[src/design/dcsc_pkg.sv]
// Package: offsets, field positions, states and carriers of the channel controller
package dcsc_pkg;
	localparam logic [7:0] OFS_CMD = 8'h84;
	localparam logic [7:0] OFS_STS = 8'h88;
	localparam logic [7:0] OFS_CMPA = 8'h98;
	localparam logic [7:0] OFS_CMPB = 8'h9c;
	localparam logic [11:0] CFG_BASE_LO = 12'h010;
	localparam logic [11:0] CFG_BASE_HI = 12'h014;
	localparam int REGION_BITS = 12;
	localparam int CMD_START_BIT = 0;
	localparam int CMD_SUSP_BIT = 2;
	localparam int CMD_RESET_BIT = 5;
	localparam int STS_ERR_BIT = 3;
	localparam int ADDR_USED = 48;
	localparam int FIFO_DEPTH = 4;
	localparam logic [63:0] BASE_RESET = 64'h0;
	localparam logic [31:0] CMP_RESET = 32'h0;
	localparam logic [7:0] CMD_RESET = 8'h00;
	localparam logic [3:0] OUTST_ZERO = 4'h0;
	localparam logic [2:0] FUNC_NUM_DEFAULT = 3'h0;

	typedef enum logic [2:0] {
		ST_ACTIVE = 3'b000,
		ST_IDLE = 3'b001,
		ST_HALT = 3'b011,
		ST_ARMED = 3'b100
	} dcsc_state_type;

	typedef struct packed {
		logic [63:0] desc_addr;
		logic [63:0] src;
		logic [63:0] dst;
		logic [63:0] chain;
		logic fence;
		logic xor_op;
		logic last;
	} dcsc_desc_type;

	typedef struct packed {
		logic [ADDR_USED-1:0] addr_a;
		logic [ADDR_USED-1:0] addr_b;
		logic xor_op;
		logic is_status;
	} dcsc_req_type;

	localparam int DESC_W = $bits(dcsc_desc_type);
endpackage

[src/design/dcsc_channel.sv]
// Channel state control, address checking and descriptor buffering of one copy channel
// How it works
// - suspend while armed moves the channel to halted.
// - status bits 2:0 at 0x88 give the state, 000 active, 001 idle.
// - command bit 5 resets the channel, bit 2 suspends it.
// - only the low 48 address bits are ever used.
// - any address beyond 48 bits is an addressing error and halts the channel.
// - the check covers both completion registers and xor source and destination.
// - after activation the first descriptor's fence is honoured and it is kept until issued.
// - completion status is posted only after every covered descriptor completed.
// - the registers sit in a region located by the base at config offset 0x10.
`timescale 1ns/1ps
`default_nettype none

module dcsc_fifo #(
	parameter int WIDTH = 8,
	parameter int DEPTH = 4
) (
	// Clock and reset
	input wire logic clk,
	input wire logic rst,
	input wire logic clr,
	// Filling side
	input wire logic in_valid,
	output logic in_ready,
	input wire logic [WIDTH-1:0] in_data,
	// Draining side
	output logic out_valid,
	input wire logic out_ready,
	output logic [WIDTH-1:0] out_data
);
	localparam int PW = $clog2(DEPTH);
	localparam logic [PW:0] FULL = (PW+1)'(DEPTH);
	logic [WIDTH-1:0] mem_r [DEPTH];
	logic [PW-1:0] wp_r, wp_nxt, rp_r, rp_nxt;
	logic [PW:0] cnt_r, cnt_nxt;
	logic push, pop;

	always_comb begin
		push = in_valid && in_ready;
		pop = out_valid && out_ready;
		wp_nxt = wp_r;
		rp_nxt = rp_r;
		cnt_nxt = cnt_r;
		if (clr) begin
			wp_nxt = '0;
			rp_nxt = '0;
			cnt_nxt = '0;
		end else begin
			if (push)
				wp_nxt = (wp_r == PW'(DEPTH - 1)) ? '0 : wp_r + 1'b1;
			if (pop)
				rp_nxt = (rp_r == PW'(DEPTH - 1)) ? '0 : rp_r + 1'b1;
			cnt_nxt = cnt_r + (PW+1)'(push) - (PW+1)'(pop);
		end
	end

	always_ff @(posedge clk or posedge rst) begin
		if (rst) begin
			wp_r <= '0;
			rp_r <= '0;
			cnt_r <= '0;
			in_ready <= 1'b0;
		end else begin
			wp_r <= wp_nxt;
			rp_r <= rp_nxt;
			cnt_r <= cnt_nxt;
			in_ready <= cnt_nxt != FULL;
		end
	end

	always_ff @(posedge clk) begin
		if (push)
			mem_r[wp_r] <= in_data;
	end

	assign out_valid = cnt_r != '0;
	assign out_data = mem_r[rp_r];
endmodule

module dcsc_channel
	import dcsc_pkg::*;
#(
	parameter logic [2:0] FUNC_NUM = FUNC_NUM_DEFAULT
) (
	// Clock and reset
	input wire logic clk,
	input wire logic rst,
	// Configuration space writes
	input wire logic cfg_wr,
	input wire logic [11:0] cfg_addr,
	input wire logic [31:0] cfg_wdata,
	// Memory-mapped register access
	input wire logic [63:0] mmio_addr,
	input wire logic mmio_wr,
	input wire logic mmio_rd,
	input wire logic [31:0] mmio_wdata,
	output logic [31:0] mmio_rdata,
	output logic mmio_rvalid,
	// Descriptor stream in
	input wire logic desc_in_valid,
	output logic desc_in_ready,
	input wire dcsc_pkg::dcsc_desc_type desc_in,
	// Memory requests out
	output logic mem_req_valid,
	input wire logic mem_req_ready,
	output dcsc_pkg::dcsc_req_type mem_req,
	input wire logic mem_done,
	// Channel state
	output dcsc_pkg::dcsc_state_type chan_state,
	output logic chan_err
);
	import dcsc_pkg::*;

	function automatic logic too_wide(input logic [63:0] a);
		too_wide = |a[63:ADDR_USED];
	endfunction

	dcsc_state_type state_r, state_nxt;
	logic [63:0] base_r, base_nxt;
	logic [31:0] cmpa_r, cmpa_nxt, cmpb_r, cmpb_nxt, rdata_nxt;
	logic [7:0] cmd_r, cmd_nxt;
	logic err_r, err_nxt, hold_r, hold_nxt, post_r, post_nxt, rvalid_nxt, req_v_nxt;
	logic [3:0] outst_r, outst_nxt;
	dcsc_desc_type desc_r, desc_nxt, fifo_out;
	dcsc_req_type req_nxt;
	logic hit, wr_cmd, fifo_v, fifo_rdy, fifo_clr, accept, bad_desc, bad_cmp;
	logic [63:0] cmp_addr;

	dcsc_fifo #(.WIDTH(DESC_W), .DEPTH(FIFO_DEPTH)) u_fifo (
		.clk(clk),
		.rst(rst),
		.clr(fifo_clr),
		.in_valid(desc_in_valid),
		.in_ready(desc_in_ready),
		.in_data(desc_in),
		.out_valid(fifo_v),
		.out_ready(fifo_rdy),
		.out_data(fifo_out)
	);

	always_comb begin
		hit = mmio_addr[63:REGION_BITS] == base_r[63:REGION_BITS];
		wr_cmd = mmio_wr && hit && mmio_addr[7:0] == OFS_CMD;
		cmp_addr = {cmpb_r, cmpa_r};
		bad_cmp = too_wide(cmp_addr);
		bad_desc = too_wide(desc_r.src) || too_wide(desc_r.dst) || too_wide(desc_r.chain)
			|| too_wide(desc_r.desc_addr);
		accept = mem_req_valid && mem_req_ready;
		fifo_clr = wr_cmd && mmio_wdata[CMD_RESET_BIT];
		fifo_rdy = state_r == ST_ACTIVE && !hold_r && !post_r;
		base_nxt = base_r;
		cmpa_nxt = cmpa_r;
		cmpb_nxt = cmpb_r;
		cmd_nxt = cmd_r & ~(8'h01 << CMD_START_BIT) & ~(8'h01 << CMD_SUSP_BIT) & ~(8'h01 << CMD_RESET_BIT);
		state_nxt = state_r;
		err_nxt = err_r;
		hold_nxt = hold_r;
		post_nxt = post_r;
		desc_nxt = desc_r;
		req_v_nxt = mem_req_valid && !accept;
		req_nxt = mem_req;
		outst_nxt = outst_r + 4'(accept) - 4'(mem_done);
		rvalid_nxt = mmio_rd;
		rdata_nxt = 32'h0;
		if (cfg_wr && cfg_addr == CFG_BASE_LO)
			base_nxt[31:0] = cfg_wdata;
		if (cfg_wr && cfg_addr == CFG_BASE_HI)
			base_nxt[63:32] = cfg_wdata;
		if (mmio_rd && hit) begin
			case (mmio_addr[7:0])
				OFS_CMD: rdata_nxt = {24'h0, cmd_r};
				OFS_STS: rdata_nxt = {28'h0, err_r, state_r};
				OFS_CMPA: rdata_nxt = cmpa_r;
				OFS_CMPB: rdata_nxt = cmpb_r;
				default: rdata_nxt = 32'h0;
			endcase
		end
		if (mmio_wr && hit && mmio_addr[7:0] == OFS_CMPA)
			cmpa_nxt = mmio_wdata;
		if (mmio_wr && hit && mmio_addr[7:0] == OFS_CMPB)
			cmpb_nxt = mmio_wdata;
		// Engine work while active
		if (state_r == ST_ACTIVE) begin
			if (!hold_r && fifo_v && fifo_rdy) begin
				desc_nxt = fifo_out;
				hold_nxt = 1'b1;
			end
			if (hold_r && !mem_req_valid) begin
				if (bad_desc || bad_cmp) begin
					state_nxt = ST_HALT;
					err_nxt = 1'b1;
					hold_nxt = 1'b0;
				end else if (!desc_r.fence || outst_r == OUTST_ZERO) begin
					req_v_nxt = 1'b1;
					req_nxt.addr_a = desc_r.src[ADDR_USED-1:0];
					req_nxt.addr_b = desc_r.dst[ADDR_USED-1:0];
					req_nxt.xor_op = desc_r.xor_op;
					req_nxt.is_status = 1'b0;
				end
			end
			if (accept && !mem_req.is_status) begin
				hold_nxt = 1'b0;
				post_nxt = desc_r.last;
			end
			if (post_r && !mem_req_valid && outst_r == OUTST_ZERO) begin
				if (bad_cmp) begin
					state_nxt = ST_HALT;
					err_nxt = 1'b1;
					post_nxt = 1'b0;
				end else begin
					req_v_nxt = 1'b1;
					req_nxt.addr_a = cmp_addr[ADDR_USED-1:0];
					req_nxt.addr_b = desc_r.desc_addr[ADDR_USED-1:0];
					req_nxt.xor_op = 1'b0;
					req_nxt.is_status = 1'b1;
				end
			end
			if (accept && mem_req.is_status) begin
				post_nxt = 1'b0;
				state_nxt = ST_IDLE;
			end
		end
		// Software commands
		if (wr_cmd) begin
			cmd_nxt = mmio_wdata[7:0];
			if (mmio_wdata[CMD_RESET_BIT]) begin
				state_nxt = ST_ARMED;
				err_nxt = 1'b0;
				hold_nxt = 1'b0;
				post_nxt = 1'b0;
				req_v_nxt = 1'b0;
			end else if (mmio_wdata[CMD_SUSP_BIT]) begin
				if (state_r != ST_HALT) begin
					state_nxt = ST_HALT;
					req_v_nxt = 1'b0;
				end
			end else if (mmio_wdata[CMD_START_BIT] && !err_r && state_r != ST_ACTIVE) begin
				state_nxt = ST_ACTIVE;
			end
		end
		if (err_nxt)
			req_v_nxt = 1'b0;
	end

	always_ff @(posedge clk or posedge rst) begin
		if (rst) begin
			state_r <= ST_ARMED;
			base_r <= BASE_RESET;
			cmpa_r <= CMP_RESET;
			cmpb_r <= CMP_RESET;
			cmd_r <= CMD_RESET;
			err_r <= 1'b0;
			hold_r <= 1'b0;
			post_r <= 1'b0;
			desc_r <= '0;
			mem_req_valid <= 1'b0;
			mem_req <= '0;
			outst_r <= OUTST_ZERO;
			mmio_rvalid <= 1'b0;
			mmio_rdata <= 32'h0;
			chan_state <= ST_ARMED;
			chan_err <= 1'b0;
		end else begin
			state_r <= state_nxt;
			base_r <= base_nxt;
			cmpa_r <= cmpa_nxt;
			cmpb_r <= cmpb_nxt;
			cmd_r <= cmd_nxt;
			err_r <= err_nxt;
			hold_r <= hold_nxt;
			post_r <= post_nxt;
			desc_r <= desc_nxt;
			mem_req_valid <= req_v_nxt;
			mem_req <= req_nxt;
			outst_r <= outst_nxt;
			mmio_rvalid <= rvalid_nxt;
			mmio_rdata <= rdata_nxt;
			chan_state <= state_nxt;
			chan_err <= err_nxt;
		end
	end
endmodule

`default_nettype wire

[config.mk]
export PLATFORM = sky130hd
export DESIGN_NAME = dcsc_channel
export DESIGN_NICKNAME = d
export VERILOG_FILES = /design/src/design/dcsc_pkg.sv /design/src/design/dcsc_channel.sv
export SDC_FILE = /design/constraint.sdc
export NUM_CORES = 2
export LEC_CHECK = 0
export ABC_AREA = 1
export BUFFER_PORTS_ARGS = -buffer_cell sky130_fd_sc_hd__buf_2
export CAP_MARGIN = 0
export CORE_ASPECT_RATIO = 1.25
export CORE_MARGIN = 10
export CORE_UTILIZATION = 45
export CTS_BUF_LIST = sky130_fd_sc_hd__clkbuf_16
export DETAILED_ROUTE_END_ITERATION = 8
export PLACE_DENSITY_LB_ADDON = 0.3
export REMOVE_ABC_BUFFERS = 1
export SYNTH_ARGS = -nofsm -noshare
export SYNTH_HDL_FRONTEND = slang
export SYNTH_SLANG_ARGS = --single-unit
[constraint.sdc]
create_clock -name clk -period 14.4 [get_ports clk]
set_input_delay 2.16 -clock clk [delete_from_list [all_inputs] [get_ports clk]]
set_output_delay 2.16 -clock clk [all_outputs]
set_load 0.02 [all_outputs]
* Word level (Yosys, flattened, before mapping)
Memories as Yosys holds them, arrays and structs flattened. A register that Yosys moved wholly into a read port is not among the register bits.
Index checks and enable logic that the tools add are counted.
** Operators by class
- Add/sub/neg operators :: 6
- Multipliers :: 0
- Div/mod/pow operators :: 0
- Magnitude comparators :: 0
- Eq/ne operators :: 11
- Shift-type cells :: 0
- Muxes and demuxes :: 60
- Bitwise operators :: 0
- Reductions and logical operators :: 47
** Operators with widths (number)
- 98-bit 2-to-1 mux :: 5
- 32-bit one-hot mux with 4 select lines :: 1
- 16-bit OR reduction :: 5
- 52-bit equality test :: 1
- 3-bit 2-to-1 mux :: 12
- 1-bit 2-to-1 mux :: 34
- 8-bit equality test, second input constant :: 4
- 32-bit 2-to-1 mux :: 1
- 12-bit by 5-bit equality test with 1-bit output, second input constant :: 2
- 1-bit logical AND :: 23
- 2-bit 2-to-1 mux :: 6
- 1-bit logical NOT :: 7
- 6-bit 2-to-1 mux :: 1
- 3-bit nonzero test :: 2
- 1-bit logical OR :: 5
- 2-bit by 1-bit adder with 2-bit output, second input constant :: 2
- 4-bit by 1-bit adder with 4-bit output :: 1
- 2-bit equality test, second input constant :: 2
- 4-bit logical NOT :: 1
- 2-bit nonzero test :: 2
- 4-bit by 1-bit subtractor with 4-bit output :: 1
- 3-bit by 1-bit adder with 3-bit output :: 1
- 3-bit logical NOT :: 1
- 3-bit by 2-bit != test with 1-bit output, second input constant :: 1
- other kinds (3) :: 3
** Storage, ports and cells
- Register bits after elaboration :: 286
- Latch bits :: 0
- RAM bits :: 1036
- ROM bits :: 0
- Input bits :: 407
- Output and inout bits :: 137
- Memories :: 1
** Memories
- u_fifo.mem_r :: depth 4, bits a word 259, read ports 1, clocked after Yosys merged registers in 1, wr ports 1, line dcsc_channel.sv:34 : logic [WIDTH-1:0] mem_r [DEPTH];

* Logic depth before layout (Yosys ltp)
- Depth after elaboration :: 15
- Mapped depth :: 14
- Depth with buffers taken out :: 14

* Cells and area by module
A second synthesis with hierarchy kept.
** Second synthesis, totals
- Cell total of the unflattened synthesis :: 4971
- Area, all modules :: 60609.4 um2
** By module, submodules not included
- dcsc_fifo :: instances 1, cells each 2827, area an instance 39561.7 um2
- dcsc_channel :: instances 1, cells each 2144, area an instance 21047.7 um2

* Worst setup path before layout
Ideal clock, no wire load.
- Path type :: in2reg
- Start point :: input port desc_in_valid
- End point :: memory u_fifo.mem_r[0][0] in the netlist's numbering, enable pin
- Data arrival time :: 11078 ps
- Required time :: 13613 ps
- Slack :: 2535 ps
- Cell stages on the path :: 2
- Buffers on the path :: 0
- Path through :: nand2_1 > nor2_1
** Between the ends
- Longest elaborated chain between the ends :: 3
** Ends and longest elaborated chain
- from (decl) :: line dcsc_channel.sv:101 : input wire logic desc_in_valid,
- 1-bit logical AND :: line dcsc_channel.sv:40 : push = in_valid && in_ready;
- 1-bit 2-to-1 mux :: line dcsc_channel.sv:73 : if (push)
- 1-bit 2-to-1 mux (not written as such) :: line dcsc_channel.sv:74 : mem_r[wp_r] <= in_data;
- to (decl) :: line dcsc_channel.sv:34
No other way between the ends.

* Final worst setup path
- Start point :: input port desc_in_valid
- End point :: memory u_fifo.mem_r[2][185] in the netlist's numbering, enable pin
The elaborated chain is that of the path after synthesis.

==> results.md <==
* Detailed Place HPWL at 81100 um
* Post-synthesis mux area share at 0
* Total wire length at 139000 um
* Compound-Gate Fraction of Synth Area at 0.114
* Placer Congestion at 0.867
* Synth Area in XOR/XNOR at 0.00483
* Root Driver: clkbuf_16
* Power per standard cell area at 125 nW/um^2
* Max-cap violations at 0
* Fin area at 60600 um^2
* Max-slew violation count at 0
* CTS clock-pin slew for the worst setup and hold paths at 0.06 ns
* Sequential share of the synthesized area at 0.712
* Seq cells post-synth at 1329
* Die X at 326 um
* FP Rows at 140
* Finished Layout Cells at 6773
* EDFF count, synth at 844
* WP data arrival at 5.31 ns
* First-pass GRT wire length at 211000 um
* DIE AREA at 131000 um^2
* Area grow syn2layout at 15.2%
* Status: complete, no violations
* Drt wl/cell at 20.6 um
* Hold WS at 0.473 ns
* Share of layout cells above drive strength 1 at 0.146
* Fin crit period at 4.93 ns
* Worst-case clock buffer depth at 3
* Iteration-0 DRC Markers at 2577
* Final period util at 0.342
* Post-DR vias/cell at 5.21
* Peak VDD IR at 0.000111 V
* Adder-cell share of the synthesized area at 0.00361
* Core area at 116000 um^2
* Post-synth ARST share at 0.365
* Post-DP Area at 56300 um^2
* Setup-failing EPs final at 0
* DRC violations left at 0
* Top-Level Pins at 544
* Post CTS Setup Buffer Count at 0
* Final net count at 5493
* Syn_area_per_cell at 11.3 um^2
* GRT Util Overall at 0.210
* Crit Path Category: input port to register
* Port buffer count at 491
* Main synth FF type: edfxtp_1
* Static Leak at 24.5 nW
* Cells after DPL at 6499
* Initial antenna violation count at 63
* Mapped Cells at 4672
* CTS sink count at 1329
* Vias in the first global route at 34.6k
* Worst reg2reg path depth at 7
* GRT Residual Overflow at 0
* Antenna Violating Nets Remaining at 0
* Simple-Gate Fraction of Synth Area at 0.123
* Fmax at 203 MHz
* Cell Area, Synth at 52600 um^2
* Final Total Pwr at 7.58 mW
* Final Hold Vio Count at 0
* Initial core utilization at 0.452
* H-tree levels at 4
* Largest family of logic cells by synthesized area: simple AND/OR/NAND/NOR gates
* CTS Buf Count at 133
* Critical Path RT at 14.78 ns
* Hold_buf cts at 0
* Slew headroom at 0.214
* Finished Core Util at 0.521
* Yosys warning total at 0
* CTS tree: built
* Largest net degree at the start of global routing at 215
* Worst Setup End Kind: register
* Worst-path fanout max at 56
* Post-cts resize count at 0
* Synth cell types at 40
* Vias at 35.3k
* Startpoint type of the worst setup path: input port
* Pre-antenna DRT Iters at 6
* Hold Crit Class: register to register
* RSZ-0062 raised after global routing: no
* Worst Hold Path Cells at 2
* Insertion delay to the later sink of the worst-skew pair at 0.77 ns
* Measured slew at the worst slew-check pin at 1.18 ns
* Setup Skew at 0.0218 ns
* Die height at 402 um
cell families (layout without fill, tap and decap cells):
logic type,after synthesis,in the layout
AND/OR/NAND/NOR,1677,1677
flip-flops,1329,1329
AO/OA/AOI/OAI,1097,1097
buffers and inverters,526,1038
XOR/XNOR,29,29
adder cells (fa/ha/maj),14,14
other,0,27
layout by cell type, fill, tap and decap left out, drive strengths merged, types with 2 or more instances in the layout:
| cell | synthesis | final |
|---|---|---|
| ha | 12 | 12 |
| bufinv | 0 | 8 |
| nand2 | 547 | 547 |
| xnor2 | 21 | 21 |
| a22oi | 95 | 95 |
| buf | 117 | 542 |
| inv | 249 | 299 |
| nor2 | 1079 | 1079 |
| or2 | 2 | 2 |
| clkinvlp | 0 | 6 |
| clkinv | 0 | 47 |
| edfxtp | 844 | 844 |
| nand3 | 29 | 29 |
| a21oi | 36 | 36 |
| o22ai | 31 | 31 |
| nor4 | 3 | 3 |
| dfrtp | 484 | 484 |
| a31oi | 186 | 186 |
| xor2 | 8 | 8 |
| diode | 0 | 27 |
| nor3 | 6 | 6 |
| o21a | 2 | 2 |
| fa | 2 | 2 |
| a221oi | 4 | 4 |
| nand3b | 2 | 2 |
| nand4 | 6 | 6 |
| clkbuf | 160 | 136 |
| o21ai | 742 | 742 |
final timing paths:
kind	startpoint	to	slack, ns
min in group asynchronous	rst	mmio_rdata[2]$_DFF_PP0_	1.54
max reg2reg	state_r[1]$_DFF_PP0_	desc_r[236]$_DFFE_PP0P_	9.96
min reg2reg	desc_r[66]$_DFFE_PP0P_	desc_r[66]$_DFFE_PP0P_	0.47
min	desc_r[66]$_DFFE_PP0P_	desc_r[66]$_DFFE_PP0P_	0.47
max in group asynchronous	rst	desc_r[105]$_DFFE_PP0P_	10.52
max	desc_in_valid	u_fifo.mem_r[2][185]$_DFFE_PP_	9.47
cells in the mapped netlist (2+ instances only):
| library cell | count | area share |
|---|---|---|
| nor2_1 | 1074 | 0.077 |
| edfxtp_1 | 844 | 0.48 |
| o21ai_0 | 630 | 0.060 |
| nand2_1 | 543 | 0.039 |
| dfrtp_1 | 484 | 0.23 |
| inv_1 | 245 | 0.017 |
| a31oi_1 | 186 | 0.022 |
| clkbuf_1 | 160 | 0.011 |
| o21ai_1 | 112 | 0.011 |
| a22oi_1 | 95 | 0.014 |
| buf_2 | 90 | 0.0086 |
| a21oi_1 | 36 | 0.0034 |
| o22ai_1 | 31 | 0.0037 |
| nand3_1 | 29 | 0.0028 |
| xnor2_1 | 21 | 0.0035 |
| buf_4 | 17 | 0.0024 |
| ha_1 | 12 | 0.0029 |
| buf_6 | 9 | 0.0019 |
| xor2_1 | 8 | 0.0013 |
| nand4_1 | 6 | 0.00071 |
| nor3_1 | 5 | 0.00048 |
| a221oi_1 | 4 | 0.00067 |
| inv_2 | 4 | 0.00029 |
| nand2_2 | 4 | 0.00048 |
| nor2_4 | 3 | 0.00064 |
| fa_1 | 2 | 0.00076 |
| nand3b_1 | 2 | 0.00029 |
| nor2_2 | 2 | 0.00024 |
| nor4_1 | 2 | 0.00024 |
| o21a_1 | 2 | 0.00029 |
metal layers:
layer	track usage	routed length, um
met5	0	378
met4	0.0859	4690
met3	0.0582	10000
met2	0.351	68200
met1	0.254	56100
final cells by class:
class	instances	area (um^2)
Fill cell	10164	55700
Timing Repair Buffer	542	2890
Tap cell	1562	1950
Sequential cell	1329	37500
Inverter	249	960
Antenna cell	27	67.6
Clock inverter	111	863
Clock buffer	136	3400
Multi-Input combinational cell	2817	13000
through the flow:
| step | setup slack, ns | setup TNS [ns] |
|---|---|---|
| final | 9.47 | 0 |
| after floorplan | -21.70 | -4224.91 |
| after global placement | 8.64 | 0 |
| after CTS | 9.46 | 0 |
| after detailed placement | 8.62 | 0 |
| after global routing | 9.28 | 0 |
state kept, by name (all words and copies together) (netlist names):
register,count
cmpa_r,32
u_fifo.rp_r,2
err_r,1
u_fifo.cnt_r,3
mem_req,98
cmpb_r,32
hold_r,1
mmio_rvalid,1
mem_req_valid,1
state_r,3
base_r,52
post_r,1
u_fifo.in_ready,1
outst_r,4
cmd_r,8
u_fifo.wp_r,2
desc_r,211
u_fifo.mem_r,844
mmio_rdata,32
worst max-delay path: stages:
cell and delay (ns):
buf_2 0.11, nand2_1 0.32, nor2_4 0.30, buf_4 0.72, buf_4 0.72, buf_4 0.80
power breakdown:
| group | total [mW] | leakage [nW] | internal [mW] | switching, mW |
|---|---|---|---|---|
| Sequential | 4.08 | 14.2 | 4.07 | 0.00412 |
| Combinational | 0.155 | 8.03 | 0.0575 | 0.0976 |
| Clock | 3.35 | 2.24 | 1.88 | 1.47 |
| Total | 7.58 | 24.5 | 6.01 | 1.57 |
Power figures use the tool's default switching activity.
